## src/hdl/ifll_pkg.sv

```systemverilog
// Summary of operation
// - Inhibit input turns the output off, but leaves the output bit of the control register unchanged.
// - Inhibit shows at once in the remote-inhibit bit of status and is latched into accumulated status one clock later.
// - Fault output line goes true on inhibit only when unmask bit is set.
// - Unmasked inhibit sets fault register flag and serial poll fault summary.
// - Releasing inhibit never re-enables output; software must recover explicitly.
// - Reading the fault register clears fault output line and inhibit flag.
// - Clear command returns output state and settings to power-on values.
// - Fault output line asserts for any unmasked fault, not only inhibit.
// - Fault query then restore command brings back outputs programmed before trip.
// - A fault that disables the supply can raise a service request.
package ifll_pkg;
   // ==========================================
   // Register offsets
   localparam logic [3:0] IFLL_STATUS_OFS  = 4'h0;
   localparam logic [3:0] IFLL_ACCUM_OFS   = 4'h1;
   localparam logic [3:0] IFLL_UNMASK_OFS  = 4'h2;
   localparam logic [3:0] IFLL_FAULT_OFS   = 4'h3;
   localparam logic [3:0] IFLL_SPOLL_OFS   = 4'h4;
   localparam logic [3:0] IFLL_CTRL_OFS    = 4'h5;
   localparam logic [3:0] IFLL_VSET_OFS    = 4'h6;
   localparam logic [3:0] IFLL_ISET_OFS    = 4'h7;
   localparam logic [3:0] IFLL_CMD_OFS     = 4'h8;
   localparam logic [3:0] IFLL_IRQ_OFS     = 4'h9;
   localparam logic [3:0] IFLL_IMASK_OFS   = 4'ha;
   // ==========================================
   // Fault/status bit positions (8 bits)
   localparam int IFLL_WIDTH      = 8;
   localparam int IFLL_BIT_RI     = 0;
   localparam int IFLL_BIT_OV     = 1;
   localparam int IFLL_BIT_OT     = 2;
   localparam int IFLL_BIT_ERR    = 3;
   // Serial poll bits
   localparam int IFLL_SP_FAU     = 0;
   localparam int IFLL_SP_RQS     = 6;
   // Control register bits
   localparam int IFLL_CTRL_OUT   = 0;
   localparam int IFLL_CTRL_SRQEN = 1;
   // Command codes written to the command register
   localparam logic [7:0] IFLL_CMD_CLR = 8'h01;
   localparam logic [7:0] IFLL_CMD_RST = 8'h02;
   // Interrupt event bits
   localparam int IFLL_EV_INH     = 0;
   localparam int IFLL_EV_FAULT   = 1;
   // ==========================================
   // Reset values
   localparam logic [7:0]  IFLL_UNMASK_RST = 8'h00;
   localparam logic [7:0]  IFLL_CTRL_RST   = 8'h00;
   localparam logic [15:0] IFLL_SET_RST    = 16'h0000;
   localparam logic [7:0]  IFLL_IMASK_RST  = 8'h00;
endpackage

```

## src/hdl/ifll_edge.sv

```systemverilog
`timescale 1ns/1ps
`default_nettype none
// ==========================================
// Rising edge detector for an already synchronous level
module ifll_edge
   import ifll_pkg::*;
(
   input  wire logic clk,
   input  wire logic rst,
   input  wire logic level_in,
   output logic      rise_pulse
);
   logic prev_reg;

   // Previous level
   always_ff @(posedge clk) begin
      if (rst) begin
         prev_reg <= 1'b0;
      end else begin
         prev_reg <= level_in;
      end
   end

   // One cycle pulse on a low to high change
   assign rise_pulse = level_in & ~prev_reg;
endmodule
`default_nettype wire

```

## src/hdl/ifll_sticky.sv

```systemverilog
`timescale 1ns/1ps
`default_nettype none
// ==========================================
// Sticky flag bank: set wins over clear
module ifll_sticky
   import ifll_pkg::*;
(
   input  wire logic                  clk,
   input  wire logic                  rst,
   input  wire logic [IFLL_WIDTH-1:0] set_in,
   input  wire logic                  clear_in,
   output logic      [IFLL_WIDTH-1:0] flags_reg
);
   // Event in the clearing cycle survives the clear
   always_ff @(posedge clk) begin
      if (rst) begin
         flags_reg <= '0;
      end else if (clear_in) begin
         flags_reg <= set_in;
      end else begin
         flags_reg <= flags_reg | set_in;
      end
   end
endmodule
`default_nettype wire

```

## src/hdl/ifll_top.sv

```systemverilog
// The register offsets and the address-and-strobe port were decided locally.
`timescale 1ns/1ps
`default_nettype none
// ==========================================
// Inhibit and fault latch logic for the supply
module ifll_top
   import ifll_pkg::*;
(
   input  wire logic                  clk,
   input  wire logic                  rst,
   input  wire logic                  inhibit_in_line,
   input  wire logic [IFLL_WIDTH-1:0] fault_cond_in,
   input  wire logic [3:0]            addr,
   input  wire logic [15:0]           wdata,
   input  wire logic                  wr_stb,
   input  wire logic                  rd_stb,
   output logic      [15:0]           rdata,
   output logic                       fault_out_line,
   output logic                       output_enable,
   output logic      [15:0]           vset_out,
   output logic      [15:0]           iset_out,
   output logic                       srq_out,
   output logic                       irq
);
   // ==========================================
   // Declarations
   logic                  inh_rise;
   logic [IFLL_WIDTH-1:0] cond_rise;
   logic [IFLL_WIDTH-1:0] status_now;
   logic [IFLL_WIDTH-1:0] event_vec;
   logic [IFLL_WIDTH-1:0] accum_reg;
   logic [IFLL_WIDTH-1:0] fault_reg;
   logic [IFLL_WIDTH-1:0] fault_set;
   logic [IFLL_WIDTH-1:0] unmask_reg;
   logic [IFLL_WIDTH-1:0] irq_stat_reg;
   logic [IFLL_WIDTH-1:0] irq_set;
   logic [IFLL_WIDTH-1:0] imask_reg;
   logic [7:0]            ctrl_reg;
   logic [15:0]           vset_reg;
   logic [15:0]           iset_reg;
   logic                  out_on_reg;
   logic                  tripped_reg;
   logic                  fault_queried_reg;
   logic                  rqs_reg;
   logic                  fault_rd;
   logic                  accum_rd;
   logic                  irq_rd;
   logic                  cmd_clr;
   logic                  cmd_rst;
   logic                  out_cmd_wr;
   logic                  disable_evt;
   logic [15:0]           rdata_next;

   // Access decode shared by several processes
   function automatic logic hit(input logic stb, input logic [3:0] a, input logic [3:0] ofs);
      hit = stb && (a == ofs);
   endfunction

   assign fault_rd   = hit(rd_stb, addr, IFLL_FAULT_OFS);
   assign accum_rd   = hit(rd_stb, addr, IFLL_ACCUM_OFS);
   assign irq_rd     = hit(rd_stb, addr, IFLL_IRQ_OFS);
   assign cmd_clr    = hit(wr_stb, addr, IFLL_CMD_OFS) && (wdata[7:0] == IFLL_CMD_CLR);
   assign cmd_rst    = hit(wr_stb, addr, IFLL_CMD_OFS) && (wdata[7:0] == IFLL_CMD_RST);
   assign out_cmd_wr = hit(wr_stb, addr, IFLL_CTRL_OFS);

   // ==========================================
   // Event detection
   ifll_edge u_inh_edge (
      .clk        (clk),
      .rst        (rst),
      .level_in   (inhibit_in_line),
      .rise_pulse (inh_rise)
   );

   genvar gi;
   generate
      for (gi = 0; gi < IFLL_WIDTH; gi++) begin : g_cond
         if (gi == IFLL_BIT_RI) begin : g_ri
            assign cond_rise[gi] = inh_rise;
         end else begin : g_other
            ifll_edge u_edge (
               .clk        (clk),
               .rst        (rst),
               .level_in   (fault_cond_in[gi]),
               .rise_pulse (cond_rise[gi])
            );
         end
      end
   endgenerate

   always_comb begin
      status_now              = fault_cond_in;
      status_now[IFLL_BIT_RI] = inhibit_in_line;
   end

   assign event_vec = cond_rise;

   // ==========================================
   // Accumulated status: clears on read, set wins
   // accumulated flag
   ifll_sticky u_accum (
      .clk       (clk),
      .rst       (rst | cmd_clr),
      .set_in    (event_vec),
      .clear_in  (accum_rd),
      .flags_reg (accum_reg)
   );

   assign fault_set = event_vec & unmask_reg;

   ifll_sticky u_fault (
      .clk       (clk),
      .rst       (rst | cmd_clr),
      .set_in    (fault_set),
      .clear_in  (fault_rd),
      .flags_reg (fault_reg)
   );

   assign fault_out_line = |fault_reg;

   // ==========================================
   // Unmask and control registers
   always_ff @(posedge clk) begin
      if (rst || cmd_clr) begin
         unmask_reg <= IFLL_UNMASK_RST;
      end else if (hit(wr_stb, addr, IFLL_UNMASK_OFS)) begin
         unmask_reg <= wdata[IFLL_WIDTH-1:0];
      end
   end

   always_ff @(posedge clk) begin
      if (rst || cmd_clr) begin
         ctrl_reg <= IFLL_CTRL_RST;
         vset_reg <= IFLL_SET_RST;
         iset_reg <= IFLL_SET_RST;
      end else begin
         if (out_cmd_wr) begin
            ctrl_reg <= wdata[7:0];
         end
         if (hit(wr_stb, addr, IFLL_VSET_OFS)) begin
            vset_reg <= wdata;
         end
         if (hit(wr_stb, addr, IFLL_ISET_OFS)) begin
            iset_reg <= wdata;
         end
      end
   end

   // ==========================================
   // Output enable and trip handling
   assign disable_evt = inh_rise | (|fault_set);

   // Fault register read arms the restore command
   always_ff @(posedge clk) begin
      if (rst || cmd_clr || disable_evt) begin
         fault_queried_reg <= 1'b0;
      end else if (fault_rd && tripped_reg) begin
         fault_queried_reg <= 1'b1;
      end
   end

   always_ff @(posedge clk) begin
      if (rst || cmd_clr) begin
         tripped_reg <= 1'b0;
      end else if (inh_rise) begin
         tripped_reg <= 1'b1;
      end else if (cmd_rst && fault_queried_reg) begin
         tripped_reg <= 1'b0;
      end
   end

   // restore prior program
   // Settings are never overwritten by a trip, so restore only re-opens the gate
   always_ff @(posedge clk) begin
      if (rst || cmd_clr) begin
         out_on_reg <= 1'b0;
      end else if (inh_rise) begin
         out_on_reg <= 1'b0;
      end else begin
         out_on_reg <= ctrl_reg[IFLL_CTRL_OUT] & ~tripped_reg;
      end
   end

   // Data outputs from flops; the trip gates output_enable only, so settings survive
   always_ff @(posedge clk) begin
      if (rst) begin
         vset_out <= IFLL_SET_RST;
         iset_out <= IFLL_SET_RST;
      end else begin
         vset_out <= vset_reg;
         iset_out <= iset_reg;
      end
   end

   assign output_enable = out_on_reg;

   // ==========================================
   // Service request
   // fault raises request
   always_ff @(posedge clk) begin
      if (rst || cmd_clr) begin
         rqs_reg <= 1'b0;
      end else if (|fault_set && ctrl_reg[IFLL_CTRL_SRQEN]) begin
         rqs_reg <= 1'b1;
      end else if (hit(rd_stb, addr, IFLL_SPOLL_OFS)) begin
         rqs_reg <= 1'b0;
      end
   end

   assign srq_out = rqs_reg;

   // ==========================================
   // Interrupt status: read clears, set wins
   always_comb begin
      irq_set                = '0;
      irq_set[IFLL_EV_INH]   = inh_rise;
      irq_set[IFLL_EV_FAULT] = |fault_set;
   end

   ifll_sticky u_irq (
      .clk       (clk),
      .rst       (rst),
      .set_in    (irq_set),
      .clear_in  (irq_rd),
      .flags_reg (irq_stat_reg)
   );

   always_ff @(posedge clk) begin
      if (rst) begin
         imask_reg <= IFLL_IMASK_RST;
      end else if (hit(wr_stb, addr, IFLL_IMASK_OFS)) begin
         imask_reg <= wdata[IFLL_WIDTH-1:0];
      end
   end

   assign irq = |(irq_stat_reg & imask_reg);

   // ==========================================
   // Read mux, answer one cycle after the strobe
   always_comb begin
      rdata_next = 16'h0000;
      case (addr)
         IFLL_STATUS_OFS: rdata_next[IFLL_WIDTH-1:0] = status_now;
         IFLL_ACCUM_OFS:  rdata_next[IFLL_WIDTH-1:0] = accum_reg;
         IFLL_UNMASK_OFS: rdata_next[IFLL_WIDTH-1:0] = unmask_reg;
         IFLL_FAULT_OFS:  rdata_next[IFLL_WIDTH-1:0] = fault_reg;
         IFLL_SPOLL_OFS: begin
            // Fault summary follows the fault register
            rdata_next[IFLL_SP_FAU] = |fault_reg;
            rdata_next[IFLL_SP_RQS] = rqs_reg;
         end
         IFLL_CTRL_OFS: begin
            rdata_next[7:0]         = ctrl_reg;
            rdata_next[8]           = out_on_reg;
            rdata_next[9]           = tripped_reg;
         end
         IFLL_VSET_OFS:   rdata_next = vset_reg;
         IFLL_ISET_OFS:   rdata_next = iset_reg;
         IFLL_IRQ_OFS:    rdata_next[IFLL_WIDTH-1:0] = irq_stat_reg;
         IFLL_IMASK_OFS:  rdata_next[IFLL_WIDTH-1:0] = imask_reg;
         default:         rdata_next = 16'h0000;
      endcase
   end

   // Data valid only in the cycle after a read strobe
   always_ff @(posedge clk) begin
      if (rst) begin
         rdata <= 16'h0000;
      end else if (rd_stb) begin
         rdata <= rdata_next;
      end else begin
         rdata <= 16'h0000;
      end
   end
endmodule
`default_nettype wire
```

## config.mk

```make
export PLATFORM = sky130hd
export DESIGN_NAME = ifll_top
export DESIGN_NICKNAME = d
export VERILOG_FILES = /design/src/hdl/ifll_pkg.sv /design/src/hdl/ifll_edge.sv /design/src/hdl/ifll_sticky.sv /design/src/hdl/ifll_top.sv
export SDC_FILE = /design/constraint.sdc
export NUM_CORES = 1
export LEC_CHECK = 0
export ABC_CLOCK_PERIOD_IN_PS = 1800
export BUFFER_PORTS_ARGS = -buffer_cell sky130_fd_sc_hd__buf_2
export CELL_PAD_IN_SITES_DETAIL_PLACEMENT = 0
export CELL_PAD_IN_SITES_GLOBAL_PLACEMENT = 2
export CORE_MARGIN = 2
export CORE_UTILIZATION = 31
export CTS_CLUSTER_SIZE = 30
export DETAILED_ROUTE_END_ITERATION = 8
export HOLD_SLACK_MARGIN = 0.03
export PLACE_DENSITY = 0.82
export SYNTH_ARGS = -nofsm -noshare
export SYNTH_HDL_FRONTEND = slang
export SYNTH_SLANG_ARGS = --single-unit
```

## constraint.sdc

```tcl
create_clock -name clk -period 1.8 [get_ports clk]
set_input_delay 0.45 -clock clk [delete_from_list [all_inputs] [get_ports clk]]
set_output_delay 0.45 -clock clk [all_outputs]
set_load 0.1 [all_outputs]
```

==> summary.md <==
| Metric | Value |
|---|---|
| Number of max-cap violations | 0 |
| Status | finished, violations left |
| Crit path capture | fault_out_line |
| Leading area contributor after synthesis | dfxtp_1 |
| Crit Reg-Reg Startpoint | u_fault.flags_reg[3]$_SDFF_PP0_ |
| Power Density | just over 1000 nW/µm² |
| Die W | 133 µm |
| Hold buffers post-CTS | 0 |
| N_diodes | 0 |
| Setup slack after layout | -0.0485 ns |
| Die Span Y | 133 µm |
| Final HPWL DP | 12,300 µm |
| Crit end category | output pin |
| Synth cell types | 47 |
| Sequential share of the synthesized area | 51.7% |
| Routed len/inst | 17.7 µm |
| Vias in the first global route | 4,487 |
| Worst EP required | between 1 and 1.5 ns |
| Crit start category | flip-flop |
| Die area | 17,800 µm² |
| Yosys reg bits | 134 |
| Hold depth | 3 |
| DRT antenna net count | 0 |
| Crit-path max cell delay | ~0.34 ns |
| Setup Crit Path Kind | reg2out |
| Final Util | a little over two fifths |
| Worst min-delay path class | in2reg |
| Final Hold Vio Count | 0 |
| DP Worst Slack | -0.0741 ns |
| Most used flip-flop cell after synthesis | dfxtp_1 |
| Layout area overhead | 33.0% |
| RR Endpoint | rdata[0]$_SDFF_PP0_ |
| Global route total overflow | 0 |
| DRT Wirelength | roughly 16,000 µm |
| CTS sink count | 134 |
| Worst r2r path cells | 5 |
| Drc violations | 0 |
| Clock period minus worst slack | 1.85 ns |
| Leakage Power | between 2 and 3 nW |
| Total global routing track utilization | 19.3% |
| Final hold slack | 0.290 ns |
| Part of the cycle the worst path needs | 103% |
| Worst VDD drop | 0.000651 V |
| Mapped Area | approximately 5200 µm² |
| Total CTS buffers | 17 |
| Post-synth top area share | 51.7% |
| Final setup vio count | 1 |
| First-pass GRT wire length | between 20,000 and 30,000 µm |
| Vias/cell | a little under 5 |
| Crit path depth | 3 |
| Drt first pass iters | 5 |
| IO Pins | 85 |
| R2R Setup Slk | 0.48 ns |
| Root Driver | clkbuf_16 |
| EDFF count, synth | 0 |
| CP cell instances | nor4_4, nand2_2, buf_12 |
| Crit. Startpoint | u_fault.flags_reg[3]$_SDFF_PP0_ |
| Synthesized instance count | around 570 |
| Buffers & Inverters on Critical Path | 1 |
| Worst-path clk slew | 0.06 ns |
| CP Max Fanout | 3 |
| Via count | 4,600 |
| Initial antenna violation count | 0 |
| Avg Inst Size Synth | 9.16 µm² |
| Final Max Tran Viols | 0 |
| FP Rows | 47 |
| Core Footprint | 16,500 µm² |
| RSZ-0062 raised after global routing | yes |
| Worst-Skew Late Latency | 0.42 ns |
| Largest net degree at the start of global routing | 40 |
| Fmax | 541 MHz |
| Delay-heaviest family, CP | simple AND/OR/NAND/NOR gates |
| Clock skew | between 0.009 and 0.01 ns |
| Largest cells by area after synthesis | dfxtp_1 (52%), mux2i_1 (7.1%), nor2b_1 (6.3%) |
| PortBufs | 83 |
| Initial Util | between 30% and 40% |
| Syn nets | 600 |
| Fraction of layout cells with a size suffix above 1 | 27.3% |
| Slowest-stage cell, CP | dfxtp_2 |
| Failing checks | negative setup slack |
| GPL Wtd Cong | 0.893 |
| Initial DRC count | approximately 270 |
| Tightest Pin Transition | 0.501 ns |
| Slew headroom | around 67% |
| Htree depth | 4 |
| Ys Warns | 0 |
| CTS tree | built |
| Asr flop ratio synth | 0% |
| Clock buffer depth | 2 |
| # nets final | between 700 and 800 |
| CP arrival | 1.40 ns |
==> Yosys cell counts (2+ instances only) <==
cell type	number
nand2_1	85
o31ai_1	3
nor4b_1	2
nor3b_1	2
nand2b_1	4
a21oi_1	57
clkbuf_1	20
dfxtp_1	134
nor4_1	3
nand3b_1	13
a32oi_1	2
nand3_1	12
mux2i_1	37
a31oi_1	6
mux4_2	2
buf_6	2
buf_2	17
nand4_1	5
a22o_1	4
a32o_1	2
inv_1	2
mux2_2	5
nor2b_1	52
o21ai_0	11
a221oi_1	3
nor2_1	49
a22oi_1	4
and2b_1	2
and3_1	9
==> area by class of cell <==
cell class,instances,area [µm²]
inverters,2,7.51
multi-input cells,392,2340
clock inverters,11,150
flip-flops and latches,134,2690
clock buffers,19,443
well taps,220,275
fillers,1665,9560
repair buffers,150,998
==> metrics by stage <==
step	cells	power, mW	cell area, µm²	setup TNS [ns]
floorplan	567	3.40	5190	0
global placement	897	3.67	6260	-0.218
detailed placement	897	3.67	6260	-0.385
CTS	928	7.17	6900	-0.0460
global route	928	7.36	6900	-0.0912
finish	928	7.11	6900	-0.0485
==> kinds of logic after synthesis <==
kind of cell,synth area share (%)
compound gates,12.1
buf+inv,3.66
flops,51.7
simple gates,23.3
mux,9.08
xor+xnor,0.169
==> worst min-delay path by stage <==
stage / from / endpoint
floorplan: u_accum.flags_reg[0]$_SDFF_PP0_ / u_accum.flags_reg[0]$_SDFF_PP0_
global placement: vset_reg[13]$_SDFFE_PP0P_ / vset_reg[13]$_SDFFE_PP0P_
detailed placement: iset_reg[8]$_SDFFE_PP0P_ / iset_reg[8]$_SDFFE_PP0P_
CTS: wdata[8] / iset_reg[8]$_SDFFE_PP0P_
global route: wdata[8] / iset_reg[8]$_SDFFE_PP0P_
finish: wdata[8] / iset_reg[8]$_SDFFE_PP0P_
==> routing by layer <==
| metal | vias up | track usage [%] | share of wire, % |
|---|---|---|---|
| li1 | 2210 | - | - |
| met1 | 2193 | 25.5 | 46 |
| met2 | 168 | 29.8 | 45 |
| met3 | 29 | 5.21 | 6.7 |
| met4 | 0 | 7.92 | 2.6 |
| met5 | - | 0 | 0 |
==> report_power, final <==
group	switching, mW	total [mW]	internal [mW]
Sequential	0.0349	3.05	3.02
Clock	1.28	3.49	2.20
Combinational	0.347	0.566	0.219
Total	1.67	7.11	5.44
==> repair_timing <==
action | in CTS | in global routing
buffers inserted | 1 | 0
gates cloned | 0 | 0
endpoints found under the setup margin | 2 | 1
gates resized for setup | 10 | 1
pin swaps | 2 | 1
hold endpoints to repair | 0 | 0
==> worst register-to-register path: stages, from the launching register on <==
cell and delay (ns):
dfxtp_2 0.34, nor4_4 0.33, nand2_2 0.13, buf_4 0.17, a31oi_1 0.13, a31oi_1 0.10
==> cells in the final DEF, fill, tap and decap left out, types with 3 or more instances in the layout <==
| cell | netlist | final |
|---|---|---|
| nor2_1 | 49 | 49 |
| o31ai_1 | 3 | 3 |
| mux2i_1 | 37 | 37 |
| a21oi_1 | 57 | 57 |
| a31oi_1 | 6 | 6 |
| a22oi_1 | 4 | 4 |
| and3_1 | 9 | 9 |
| nand2_1 | 85 | 84 |
| o21ai_0 | 11 | 11 |
| dfxtp_1 | 134 | 132 |
| mux2_2 | 5 | 5 |
| clkbuf_16 | 0 | 17 |
| buf_4 | 0 | 63 |
| bufinv_16 | 0 | 3 |
| nor2b_1 | 52 | 52 |
| a22o_1 | 4 | 4 |
| buf_2 | 17 | 81 |
| nand4_1 | 5 | 5 |
| nand3_1 | 12 | 12 |
| a221oi_1 | 3 | 3 |
| nand2b_1 | 4 | 4 |
| buf_12 | 0 | 6 |
| nand3b_1 | 13 | 13 |
Note: power is estimated with default switching activity, not from simulation.
